===== src/logic/wcs_pkg.sv =====
// Package of constants and types for the winchester command sequencer.
// Overview of operation
// Step code 0 is 35us, else code times 0.5ms.
// Implied seeks use last Restore or Seek rate.
// Long bit enables long mode; retry bit disables retries.
// Idle holds drive lines off, ready, interrupt low; code keeps host_irq_o set after completion until the next command.
// Host command byte is held in a latch.
// Read command sets wake, busy and wake request.
// Write or Format wakes after 512 or 516 bytes.
// Wake leads to check, then issue to sequencer.
// Completion interrupts controller, then ready and host interrupt.
// Restore fails with track-zero error after 1023 steps.
// Each restore step waits for seek complete.
// Not ready or write fault aborts with error.
// Seek goes to cylinder, latches rate, interrupts host.
// Transfer 1 to 256 sectors across boundaries.
// No rate yet: use 7.5ms and recalibrate first; code recalibrates for Read and Write only, Format seeks directly.
// Off-cylinder transfers first do an implied seek.
// Long-mode ECC bytes spaced at least 2us.
// Correct up to 5-bit bursts; uncorrectable ends after sector.
// Retry ten times, or two with retries off.
// Up to eight ECC rereads; correct on matching syndromes.
// Read interrupts per sector, none at the end.
// Write interrupts for later sectors and at completion.
// Stored step-rate field resets to 1111.
package wcs_pkg;
  localparam int CLK_HZ = 40000000;
  localparam int STEP_FAST_NS = 35000;
  localparam int STEP_UNIT_NS = 500000;
  localparam int ECC_GAP_NS = 2000;
  localparam int STEP_FAST_CYC = (STEP_FAST_NS * 40 + 999) / 1000;
  localparam int STEP_UNIT_CYC = (STEP_UNIT_NS / 1000) * (CLK_HZ / 1000000);
  localparam int ECC_GAP_CYC = (ECC_GAP_NS * 40 + 999) / 1000;
  localparam logic [3:0] STEP_RATE_RESET = 4'hf;
  localparam logic [9:0] RESTORE_MAX_STEPS = 10'h3ff;
  localparam logic [9:0] SECTOR_BYTES = 10'h200;
  localparam logic [9:0] SECTOR_BYTES_LONG = 10'h204;
  localparam logic [3:0] RETRY_ON = 4'ha;
  localparam logic [3:0] RETRY_OFF = 4'h2;
  localparam logic [3:0] ECC_REREADS = 4'h8;
  localparam logic [2:0] ECC_MAX_BURST = 3'h5;
  localparam logic [3:0] OP_RESTORE = 4'h1;
  localparam logic [3:0] OP_SEEK = 4'h7;
  localparam logic [3:0] OP_READ = 4'h2;
  localparam logic [3:0] OP_WRITE = 4'h3;
  localparam logic [3:0] OP_FORMAT = 4'h5;
  localparam int LONG_BIT = 1;
  localparam int RETRY_BIT = 0;
  localparam logic [7:0] ERR_NONE = 8'h00;
  localparam logic [7:0] ERR_ABORT = 8'h04;
  localparam logic [7:0] ERR_TRK0 = 8'h02;
  localparam logic [7:0] ERR_ECC = 8'h40;

  typedef enum logic [3:0] {
    ST_IDLE = 4'h0,
    ST_FILL = 4'h1,
    ST_CHECK = 4'h2,
    ST_RECAL = 4'h3,
    ST_STEP_WAIT = 4'h4,
    ST_SEEK = 4'h5,
    ST_XFER = 4'h6,
    ST_ECC = 4'h7,
    ST_DONE = 4'h8
  } wcs_state_t;

  typedef struct packed {
    logic ready;
    logic write_fault;
    logic seek_done;
    logic track0;
  } wcs_drive_t;

  typedef struct packed {
    logic sector_ok;
    logic sector_err;
    logic ecc_err;
    logic [2:0] burst_len;
    logic [15:0] syndrome;
  } wcs_media_t;
endpackage


===== src/logic/wcs_sequencer.sv =====
// Command sequencer: intercept latch, wake logic, drive stepping and transfer.
`timescale 1ns/1ps
`default_nettype none
module wcs_sequencer (
  input wire logic clk_i,
  input wire logic rst_i,
  input wire logic cmd_wr_i,
  input wire logic [7:0] cmd_i,
  input wire logic [15:0] cyl_target_i,
  input wire logic [7:0] sector_count_i,
  input wire logic in_valid_i,
  input wire logic [7:0] in_data_i,
  output logic in_ready_o,
  output logic out_valid_o,
  output logic [7:0] out_data_o,
  input wire logic out_ready_i,
  input wire logic [3:0] drive_i,
  input wire logic [21:0] media_i,
  input wire logic [7:0] media_data_i,
  output logic media_rd_o,
  output logic media_wr_o,
  output logic step_o,
  output logic step_out_o,
  output logic busy_o,
  output logic ready_o,
  output logic data_request_flag_o,
  output logic error_o,
  output logic [7:0] error_code_o,
  output logic corrected_o,
  output logic wake_o,
  output logic host_irq_o,
  output logic [3:0] step_rate_field_o
);
  logic [3:0] drv_s1, drv_s2;
  wcs_pkg::wcs_drive_t drv;
  wcs_pkg::wcs_media_t med;
  wcs_pkg::wcs_state_t state;
  logic [7:0] cmd_hold;
  logic rate_set;
  logic [9:0] byte_cnt;
  logic [9:0] step_cnt;
  logic [15:0] cyl_now;
  logic [8:0] sect_left;
  logic [3:0] tries;
  logic [3:0] ecc_tries;
  logic [15:0] last_syn;
  logic syn_valid;
  logic [19:0] timer;
  logic [19:0] step_period;
  logic [3:0] op;
  logic long_mode;
  logic retry_off;
  logic stop_after;
  logic [1:0] buf_cnt;
  logic [7:0] buf_mem [2];
  logic buf_wp, buf_rp;
  logic buf_push, buf_pop;
  logic [7:0] buf_din;
  logic ecc_phase;

  // Drive lines are asynchronous pins, so two flops first; media lines are used directly.
  always_ff @(posedge clk_i) begin
    if (rst_i) begin
      drv_s1 <= 4'h0;
      drv_s2 <= 4'h0;
    end else begin
      drv_s1 <= drive_i;
      drv_s2 <= drv_s1;
    end
  end
  assign drv = drv_s2;
  assign med = media_i;

  assign op = cmd_hold[7:4];
  assign long_mode = cmd_hold[wcs_pkg::LONG_BIT];
  assign retry_off = cmd_hold[wcs_pkg::RETRY_BIT];


  always_comb begin
    if (step_rate_field_o == 4'h0) begin
      step_period = 20'(wcs_pkg::STEP_FAST_CYC);
    end else begin
      step_period = 20'(wcs_pkg::STEP_UNIT_CYC) * {16'h0000, step_rate_field_o};
    end
  end

  // Two-entry buffer on the data path: a stalled receiver loses nothing.
  // Host bytes are only taken while the data request stands.
  assign in_ready_o = (buf_cnt != 2'h2) && (state == wcs_pkg::ST_FILL) &&
    data_request_flag_o;
  assign out_valid_o = (buf_cnt != 2'h0) && (op == wcs_pkg::OP_READ);
  assign out_data_o = buf_mem[buf_rp];
  // Write data goes on into the sector store, which is not modelled here.
  assign buf_pop = (op == wcs_pkg::OP_READ) ? (out_valid_o && out_ready_i) :
    (buf_cnt != 2'h0);
  always_comb begin
    buf_push = 1'b0;
    buf_din = media_data_i;
    if (state == wcs_pkg::ST_FILL) begin
      buf_push = in_valid_i && in_ready_o;
      buf_din = in_data_i;
    end else if (state == wcs_pkg::ST_XFER && op == wcs_pkg::OP_READ) begin
      buf_push = media_rd_o && (buf_cnt != 2'h2);
    end
  end
  always_ff @(posedge clk_i) begin
    if (rst_i) begin
      buf_cnt <= 2'h0;
      buf_wp <= 1'b0;
      buf_rp <= 1'b0;
      buf_mem[0] <= 8'h00;
      buf_mem[1] <= 8'h00;
    end else begin
      if (buf_push) begin
        buf_mem[buf_wp] <= buf_din;
        buf_wp <= ~buf_wp;
      end
      if (buf_pop) begin
        buf_rp <= ~buf_rp;
      end
      buf_cnt <= buf_cnt + 2'(buf_push) - 2'(buf_pop);
    end
  end

  // Held command byte and stored step rate.
  always_ff @(posedge clk_i) begin
    if (rst_i) begin
      cmd_hold <= 8'h00;
      step_rate_field_o <= wcs_pkg::STEP_RATE_RESET;
      rate_set <= 1'b0;
    end else begin
      if (cmd_wr_i && state == wcs_pkg::ST_IDLE) begin
        cmd_hold <= cmd_i;
        if (cmd_i[7:4] == wcs_pkg::OP_RESTORE || cmd_i[7:4] == wcs_pkg::OP_SEEK) begin
          step_rate_field_o <= cmd_i[3:0];
          rate_set <= 1'b1;
        end
      end
      if (state == wcs_pkg::ST_CHECK && !rate_set) begin
        step_rate_field_o <= wcs_pkg::STEP_RATE_RESET;
        rate_set <= 1'b1;
      end
    end
  end

  // No byte moves in the cycle that ends a sector, so none spills over.
  assign media_rd_o = (state == wcs_pkg::ST_XFER) && op == wcs_pkg::OP_READ &&
    (timer == 20'h0) && (buf_cnt != 2'h2) && !med.sector_ok;
  assign media_wr_o = (state == wcs_pkg::ST_XFER) && op != wcs_pkg::OP_READ &&
    (timer == 20'h0) && !med.sector_ok;

  // Main sequence: wake, check, position, transfer, complete.
  always_ff @(posedge clk_i) begin
    if (rst_i) begin
      state <= wcs_pkg::ST_IDLE;
      byte_cnt <= 10'h000;
      step_cnt <= 10'h000;
      cyl_now <= 16'h0000;
      sect_left <= 9'h000;
      tries <= 4'h0;
      ecc_tries <= 4'h0;
      last_syn <= 16'h0000;
      syn_valid <= 1'b0;
      timer <= 20'h0;
      step_o <= 1'b0;
      step_out_o <= 1'b0;
      busy_o <= 1'b0;
      wake_o <= 1'b0;
      data_request_flag_o <= 1'b0;
      error_o <= 1'b0;
      error_code_o <= wcs_pkg::ERR_NONE;
      corrected_o <= 1'b0;
      host_irq_o <= 1'b0;
      stop_after <= 1'b0;
      ecc_phase <= 1'b0;
    end else begin
      step_o <= 1'b0;
      if (timer != 20'h0) begin
        timer <= timer - 20'h1;
      end

      if (state != wcs_pkg::ST_IDLE && state != wcs_pkg::ST_FILL &&
          state != wcs_pkg::ST_CHECK && state != wcs_pkg::ST_DONE &&
          (!drv.ready || drv.write_fault)) begin
        error_o <= 1'b1;
        error_code_o <= wcs_pkg::ERR_ABORT;
        state <= wcs_pkg::ST_DONE;
      end else begin
        case (state)
          wcs_pkg::ST_IDLE: begin
            busy_o <= 1'b0;
            if (cmd_wr_i) begin
              host_irq_o <= 1'b0;
              error_o <= 1'b0;
              error_code_o <= wcs_pkg::ERR_NONE;
              corrected_o <= 1'b0;
              byte_cnt <= 10'h000;
              sect_left <= (sector_count_i == 8'h00) ? 9'h100 : {1'b0, sector_count_i};
              if (cmd_i[7:4] == wcs_pkg::OP_WRITE || cmd_i[7:4] == wcs_pkg::OP_FORMAT) begin
                data_request_flag_o <= 1'b1;
                state <= wcs_pkg::ST_FILL;
              end else begin
                wake_o <= 1'b1;
                busy_o <= 1'b1;
                state <= wcs_pkg::ST_CHECK;
              end
            end
          end
          wcs_pkg::ST_FILL: begin
            if (buf_push) begin

              if (byte_cnt >= wcs_pkg::SECTOR_BYTES) begin
                data_request_flag_o <= 1'b0;
                timer <= 20'(wcs_pkg::ECC_GAP_CYC);
              end
              byte_cnt <= byte_cnt + 10'h1;
              if (byte_cnt + 10'h1 == (long_mode ? wcs_pkg::SECTOR_BYTES_LONG : wcs_pkg::SECTOR_BYTES)) begin
                data_request_flag_o <= 1'b0;
                wake_o <= 1'b1;
                busy_o <= 1'b1;
                host_irq_o <= 1'b0;
                state <= wcs_pkg::ST_CHECK;
              end
            end else if (byte_cnt >= wcs_pkg::SECTOR_BYTES && timer == 20'h0) begin
              data_request_flag_o <= 1'b1;
            end
          end
          wcs_pkg::ST_CHECK: begin

            wake_o <= 1'b0;
            tries <= 4'h0;
            ecc_tries <= 4'h0;
            syn_valid <= 1'b0;
            step_cnt <= 10'h000;
            if (op == wcs_pkg::OP_RESTORE || ((op == wcs_pkg::OP_READ || op == wcs_pkg::OP_WRITE) && !rate_set)) begin
              state <= wcs_pkg::ST_RECAL;
            end else if (op == wcs_pkg::OP_SEEK || op == wcs_pkg::OP_READ || op == wcs_pkg::OP_WRITE || op == wcs_pkg::OP_FORMAT) begin
              state <= wcs_pkg::ST_SEEK;
            end else begin
              error_o <= 1'b1;
              error_code_o <= wcs_pkg::ERR_ABORT;
              state <= wcs_pkg::ST_DONE;
            end
          end
          wcs_pkg::ST_RECAL: begin
            if (drv.track0) begin
              cyl_now <= 16'h0000;
              state <= (op == wcs_pkg::OP_RESTORE) ? wcs_pkg::ST_DONE : wcs_pkg::ST_SEEK;
            end else if (step_cnt == wcs_pkg::RESTORE_MAX_STEPS) begin
              error_o <= 1'b1;
              error_code_o <= wcs_pkg::ERR_TRK0;
              state <= wcs_pkg::ST_DONE;
            end else if (drv.seek_done) begin
              step_o <= 1'b1;
              step_out_o <= 1'b1;
              step_cnt <= step_cnt + 10'h1;
              state <= wcs_pkg::ST_STEP_WAIT;
            end
          end
          wcs_pkg::ST_STEP_WAIT: begin
            // Seek complete drops after a step; wait for that before rechecking.
            if (!drv.seek_done) begin
              state <= wcs_pkg::ST_RECAL;
            end
          end
          wcs_pkg::ST_SEEK: begin

            if (cyl_now == cyl_target_i) begin
              if (op == wcs_pkg::OP_SEEK) begin
                state <= wcs_pkg::ST_DONE;
              end else begin
                byte_cnt <= 10'h000;
                state <= wcs_pkg::ST_XFER;
              end
            end else if (timer == 20'h0) begin
              step_o <= 1'b1;
              step_out_o <= (cyl_target_i < cyl_now);
              cyl_now <= (cyl_target_i < cyl_now) ? cyl_now - 16'h1 : cyl_now + 16'h1;
              timer <= step_period;
            end
          end
          wcs_pkg::ST_XFER: begin
            if (med.sector_err) begin

              if (tries + 4'h1 >= (retry_off ? wcs_pkg::RETRY_OFF : wcs_pkg::RETRY_ON)) begin
                error_o <= 1'b1;
                error_code_o <= wcs_pkg::ERR_ABORT;
                state <= wcs_pkg::ST_DONE;
              end
              tries <= tries + 4'h1;
            end else if (med.ecc_err && !long_mode) begin
              state <= wcs_pkg::ST_ECC;
            end else if (med.sector_ok) begin
              sect_left <= sect_left - 9'h1;
              tries <= 4'h0;
              ecc_tries <= 4'h0;
              syn_valid <= 1'b0;
              if (op == wcs_pkg::OP_READ) begin
                host_irq_o <= 1'b1;
                data_request_flag_o <= 1'b1;
              end
              if (sect_left == 9'h001 || stop_after || op == wcs_pkg::OP_FORMAT) begin
                state <= wcs_pkg::ST_DONE;
              end else if (op == wcs_pkg::OP_WRITE) begin
                host_irq_o <= 1'b1;
                byte_cnt <= 10'h000;
                data_request_flag_o <= 1'b1;
                state <= wcs_pkg::ST_FILL;
              end
            end
            if (media_rd_o && long_mode) begin
              timer <= 20'(wcs_pkg::ECC_GAP_CYC);
            end
          end
          wcs_pkg::ST_ECC: begin

            syn_valid <= 1'b1;
            last_syn <= med.syndrome;
            if (syn_valid && last_syn == med.syndrome && med.burst_len <= wcs_pkg::ECC_MAX_BURST) begin
              corrected_o <= 1'b1;
              state <= wcs_pkg::ST_XFER;
            end else if (ecc_tries + 4'h1 >= wcs_pkg::ECC_REREADS) begin
              error_o <= 1'b1;
              error_code_o <= wcs_pkg::ERR_ECC;
              stop_after <= 1'b1;
              state <= wcs_pkg::ST_XFER;
            end else begin
              ecc_tries <= ecc_tries + 4'h1;
              state <= wcs_pkg::ST_XFER;
            end
          end
          wcs_pkg::ST_DONE: begin

            busy_o <= 1'b0;
            stop_after <= 1'b0;
            data_request_flag_o <= 1'b0;
            if (!(op == wcs_pkg::OP_READ && !error_o)) begin
              host_irq_o <= 1'b1;
            end
            state <= wcs_pkg::ST_IDLE;
          end
          default: begin
            state <= wcs_pkg::ST_IDLE;
          end
        endcase
      end
    end
  end

  assign ready_o = !busy_o && drv.ready;
endmodule
`default_nettype wire


===== config.mk =====
export PLATFORM = sky130hd
export DESIGN_NAME = wcs_sequencer
export DESIGN_NICKNAME = d
export VERILOG_FILES = /design/src/logic/wcs_pkg.sv /design/src/logic/wcs_sequencer.sv
export SDC_FILE = /design/constraint.sdc
export NUM_CORES = 1
export LEC_CHECK = 0
export ABC_AREA = 0
export BUFFER_PORTS_ARGS = -buffer_cell sky130_fd_sc_hd__buf_2
export CAP_MARGIN = 0
export CORE_UTILIZATION = 61
export CTS_BUF_LIST = sky130_fd_sc_hd__clkbuf_4 sky130_fd_sc_hd__clkbuf_8
export DETAILED_ROUTE_END_ITERATION = 8
export PLACE_DENSITY = 0.83
export SLEW_MARGIN = 20
export SYNTH_ARGS = -nofsm -noshare
export SYNTH_HDL_FRONTEND = slang
export SYNTH_SLANG_ARGS = --single-unit
export TNS_END_PERCENT = 10

===== constraint.sdc =====
create_clock -name clk_i -period 5.6 [get_ports clk_i]
set_input_delay 1.4 -clock clk_i [delete_from_list [all_inputs] [get_ports clk_i]]
set_output_delay 1.4 -clock clk_i [all_outputs]
set_load 0.02 [all_outputs]

==> results.toml, run 1 <==
[power]
leakagePower_nw = 4.08
ir_drop_uv = 293
power.density_mw_per_mm2 = 371

[timing]
rsz0062_at_grt = "no"
fin_tns_setup_ps = 0
setup_viol = 0
relSlewSlack_pct = 44.7
skew_ps = 14.6
fmax_mhz = 201
tightest_slew_ps = 828
period_share_pct = 88.9
hold_slack_ps = 453
hold_viol = 0
fin_crit_ps = 4980
drv_slew = 0

[floorplan]
die_area_mm2 = 0.0155
coreArea_mm2 = 0.0146
fp-row-count = 44
die_height_um = 125
initial_core_util_pct = 62.8
ioPinCount = 112
die_x_um = 125

[finish]
antenna_cells = 0
drive_gt1_share_pct = 14.9
final_nets = 1338
fin_area_mm2 = 0.0102
area_growth_pct = 11.0

[synth]
synth_warnings = 0
syn_avg_cell_area_um2 = 8.20
ys_types = 80
netlist_area_mm2 = 0.00917
yosys_most_used_dff = "dfxtp_1"
async_flop_share_pct = 0
ys_ff_latch = 146
synth-edff-count = 16
yosysSeqAreaShare_pct = 33.6
syn_inst = 1118

[worst_setup_path]
worstReg2RegStart = "cyl_now[1]"
reg2regPathDepth = 17
r2r-end = "cyl_now[15]"
required_ps = 6000
cp_slowest_cell = "nor4bb_1"
critPathCaptureType = "flop"
r2r_slack_ps = 1180
startpoint_type = "input pin"
worstPathCellList = "buf_2, ha_1, nor2b_1, o211ai_1, a21oi_1, o21ai_0, o211ai_1, inv_1, ha_1, a211oi_1, nor4_1, nor4bb_1, nor3_1, o31ai_1, a21oi_1, a311o_1, o211ai_2"
crit_type = "input pin to flop"
cp_max_fo = 10
cp.arrival_ps = 5380
setup.worst_path.start = "cyl_target_i[1]"
cpPeakStageDelay_ps = 530

[routing]
wl_mm = 22.4
drt-vias-per-instance = 6.01
antenna_left = 0
num_vias = 8376
wl_per_cell_um = 16.1
drt_iter0_drc = 739
drcViolationCount = 0
dr.pass1.iters = 5

[clocking]
cts_resized = 0
cts_hold_buf = 0
clock-root-buffer = "clkbuf_8"
path_clk_slew_ps = 90
post_cts_buffers = 0
insertion_delay_ps = 470
numCtsBuffers = 17
cts-htree-levels = 4
cts_tree = "built"
cts_buffer_depth = 2
clock_sink_count = 146

[place]
portBuffers = 105
dp_hpwl_mm = 16.1
gp_congestion = 0.998
placed_area_mm2 = 0.00976

[global_routing]
use_met2_pct = 48.5
top_usage_layer = "met2"
overflow = 0
grt_start_max_net_pins = 61
antenna_found_initial = 0
use_met3_pct = 4.73
grt_util_all_layers_pct = 29.8
grt_pass1_wl_mm = 37.8
grt_pass1_vias = 7976
gr-usage-met1_pct = 38.8

[outcome]
status = "complete, no violations"

[job]
cap_violations = 0

[worst_hold_path]
hold_class = "flop to flop"
holdCritStartpoint = "drv_s1[3]"
min_path_cells = 1
min_to = "drv[3]"
-- per-layer routing --
layer,share of wire (%),up-vias,wire length [um]
met3,5.6,44,1250
met4,2.4,0,532
met2,48,266,10600
met5,0,-,0
li1,-,4141,-
met1,45,3925,9970
-- kinds of logic (layout without fill, tap and decap cells) --
logic type,Yosys count,count (layout),synth area share (%)
multiplexers,41,41,4.60
other,1,5,0.0409
AO/OA/AOI/OAI,253,253,17.3
flip-flops,146,146,33.6
AND/OR/NAND/NOR,445,445,24.9
XOR/XNOR,60,60,5.73
adder cells (fa/ha/maj),64,64,9.03
buffers and inverters,108,195,4.74
-- registers in the layout (all words and copies together) (netlist names), 2 cells and up, named ones only --
register / count
cmd_hold: 6
buf_cnt: 2
step_rate_field_o: 4
tries: 4
buf_mem: 16
error_code_o: 3
ecc_tries: 4
timer: 20
drv_s1: 4
last_syn: 16
byte_cnt: 10
step_cnt: 10
drv: 4
sect_left: 9
cyl_now: 16
state: 4
-- where the power goes --
group	internal [mW]	switching, mW	leakage [nW]
combinational	0.621	0.889	2.65
clock	0.418	0.458	0.208
sequential	1.20	0.185	1.22
total	2.24	1.53	4.08
-- how the worst max path moves through the flow --
stage                        to  cells past startpoint
floorplan           cyl_now[15]                     16
global placement    cyl_now[15]                     17
detailed placement  cyl_now[15]                     17
CTS                 cyl_now[15]                     17
global route        cyl_now[15]                     17
finish              cyl_now[15]                     17
-- per-stage QoR --
| stage | utilization [%] | total power [mW] | cells | setup slack [ps] |
|---|---|---|---|---|
| 3_5_place_dp | 66.9 | 2.88 | 1361 | 222 |
| 5_1_grt | 69.8 | 4.01 | 1393 | 311 |
| 3_3_place_gp | 66.9 | 2.85 | 1361 | 344 |
| 6_report | 69.8 | 3.77 | 1393 | 622 |
| 2_1_floorplan | - | 2.54 | 1122 | 711 |
| 4_1_cts | 69.7 | 3.76 | 1393 | 705 |
-- cell usage after synthesis, drive strengths merged (5+ instances only) --
master | n | area share (%)
mux2i | 32 | 3.5
or2 | 10 | 0.68
nor2b | 23 | 1.6
nor3 | 35 | 2.0
or4 | 5 | 0.49
or3 | 17 | 1.2
xnor2 | 37 | 3.5
inv | 50 | 2.0
and2 | 5 | 0.34
nor2 | 160 | 6.6
o211ai | 5 | 0.46
and3 | 7 | 0.48
a21o | 10 | 0.82
clkbuf | 46 | 1.9
a211oi | 17 | 1.5
nand3 | 36 | 2.1
o22ai | 13 | 0.89
edfxtp | 16 | 5.2
nand4 | 16 | 1.1
a21oi | 82 | 4.5
nand2b | 21 | 1.4
dfxtp | 130 | 28
buf | 12 | 0.79
mux2 | 9 | 1.1
o21ai | 62 | 3.4
xor2 | 23 | 2.2
nor4 | 12 | 1.1
a31oi | 7 | 0.48
a22oi | 12 | 0.98
ha | 59 | 8.1
nand2 | 65 | 2.7
nor3b | 5 | 0.41
a311oi | 5 | 0.48
-- final cells by class --
type	count	area, um^2
fill	1199	4410
multi-input combinational	868	5670
inverter	50	188
sequential	146	3080
tap	184	230
timing repair buffer	113	588
clock inverter	14	171
clock buffer	18	241
-- cell usage in the layout, fill, tap and decap left out, drive strengths merged, types with 32 or more instances in the layout --
cell,instances
dfxtp,130
inv,58
o21ai,62
xnor2,37
nor2,160
nor3,35
nand2,65
nand3,36
a21oi,82
mux2i,32
ha,59
buf,113
-- critical path: cells and delay by family --
kind | cells | cell delay [ps]
AND/OR/NAND/NOR | 4 | 940
buffers and inverters | 2 | 440
AO/OA/AOI/OAI | 9 | 1990
adder cells (fa/ha/maj) | 2 | 620
(Power assumes the default switching activity.)
==> inputs of run 2 (changes only) <==
ABC_AREA = unset   (was 0)
CAP_MARGIN = 20   (was 0)
RECOVER_POWER = 100   (was unset)
==> results.toml, run 2 (same netlist as run 1, synthesis figures left out) <==
[finish]
final_common_cell = "nor2_1"
regMostFlops = "timer"
stdcell_count = 1393
multi_input_area_mm2 = 0.00564
regArea_mm2 = 0.00308
drive_gt1_share_pct = 12.2
final_nets = 1338
final_cell_mix = "nor2_1, dfxtp_1, a21oi_1"
fill_cells = 1221
fin_area_mm2 = 0.0101
antenna_cells = 0
final_util_pct = 69.2
largest_reg_flops = 20
area_growth_pct = 10.1

[outcome]
status = "finished, violations left"
violations = "capacitance limit, slew limit"

[power]
ir_drop_uv = 291
power_switching_mw = 1.52
pwr-share-comb_pct = 39.4
internal_power_mw = 2.22
clkPwrFrac_pct = 23.5
power.density_mw_per_mm2 = 370
leakagePower_nw = 3.97
finalPower_mw = 3.74
p_seq_share_pct = 37.1
switching_share_pct = 40.6

[global_routing]
grt_util_all_layers_pct = 29.8
grt_pass1_vias = 7976
grt_pass1_wl_mm = 37.8
grt_start_max_net_pins = 61
overflow = 0
antenna_found_initial = 0

[routing]
drcViolationCount = 0
antenna_left = 0
num_vias = 8410
dr.pass1.iters = 5
drt_iter0_drc = 767
drt-vias-per-instance = 6.04
wl_mm = 22.4
wl_per_cell_um = 16.1

[place]
dp_hpwl_mm = 16.1
dp.cells = 1361
portBuffers = 105
placed_area_mm2 = 0.00976
gp_congestion = 0.998

[worst_hold_path]
hold_class = "flop to flop"

[timing]
tightest_slew_ps = 2720
hold_viol = 0
drv_slew = 61
fin_tns_setup_ps = 0
fin_crit_ps = 4980
setup_viol = 0
rsz0062_at_grt = "no"
skew_ps = 12.2
period_share_pct = 88.9
relSlewSlack_pct = -81.2
fmax_mhz = 201

[clocking]
cts_resized = 0
cts_hold_buf = 0
clock-root-buffer = "clkbuf_8"
cts_tree = "built"
cts-htree-levels = 4
cts_buffer_depth = 2
insertion_delay_ps = 480
clock_sink_count = 146
path_clk_slew_ps = 90
post_cts_buffers = 0
numCtsBuffers = 17

[worst_setup_path]
cp_max_fo = 10
cp_slowest_cell = "nor4bb_1"
cp.arrival_ps = 5390
crit_type = "input pin to flop"
required_ps = 6010
critPathCaptureType = "flop"
cpPeakStageDelay_ps = 530
startpoint_type = "input pin"
worstPathCellList = "buf_2, ha_1, nor2b_1, o211ai_1, a21oi_1, o21ai_0, o211ai_1, inv_1, ha_1, a211oi_1, nor4_1, nor4bb_1, nor3_1, o31ai_1, a21oi_1, a311o_1, o211ai_2"

[job]
cap_violations = 1

[floorplan]
fp-row-count = 44
die_area_mm2 = 0.0155
ioPinCount = 112
die_height_um = 125
initial_core_util_pct = 62.8
die_x_um = 125
coreArea_mm2 = 0.0146
[run 2: path summary, 6_finish.rpt]
check                                startpoint           to  slack [ps]  cells past startpoint
worst max-delay path            cyl_target_i[1]  cyl_now[15]         620                     17
worst min register to register        drv_s1[3]       drv[3]         450                      1
worst max register to register       cyl_now[1]  cyl_now[15]        1170                     17
worst min-delay path                  drv_s1[3]       drv[3]         450                      1
[run 2: routing by layer]
metal  vias to the layer above  wire, um  track usage [%]
li1                       4140         -                -
met1                      3951      9930             38.8
met2                       273     10600             48.5
met3                        46      1300             4.73
met4                         0       515             13.2
met5                         -         0                0
[run 2: power groups by stage]
stage | Combinational (mW) | Sequential (mW) | Clock [mW]
3_3_place_gp | 1.45 | 1.40 | 0
2_1_floorplan | 1.19 | 1.35 | 0
4_1_cts | 1.49 | 1.38 | 0.888
6_report | 1.47 | 1.39 | 0.878
5_1_grt | 1.64 | 1.41 | 0.928
3_5_place_dp | 1.48 | 1.40 | 0
[run 2: metrics by stage]
| step | setup WS, ps | hold slack, ps |
|---|---|---|
| after floorplan | 711 | 414 |
| after global placement | 344 | 420 |
| after detailed placement | 222 | 432 |
| after CTS | 705 | 459 |
| after global routing | 311 | 470 |
| final | 620 | 452 |
[run 2: area by class of cell]
type | count | area share [%]
multi-input combinational | 868 | 55.9
sequential | 146 | 30.5
timing repair buffer | 113 | 5.38
clock buffer | 18 | 2.39
tap | 184 | 2.28
inverter | 50 | 1.86
clock inverter | 14 | 1.70
[run 2: worst max-delay path: cells and delay by family]
| family | cells | cell delay [ps] |
|---|---|---|
| AND/OR/NAND/NOR | 4 | 940 |
| AO/OA/AOI/OAI | 9 | 1990 |
| adder cells (fa/ha/maj) | 2 | 620 |
| buffers and inverters | 2 | 440 |
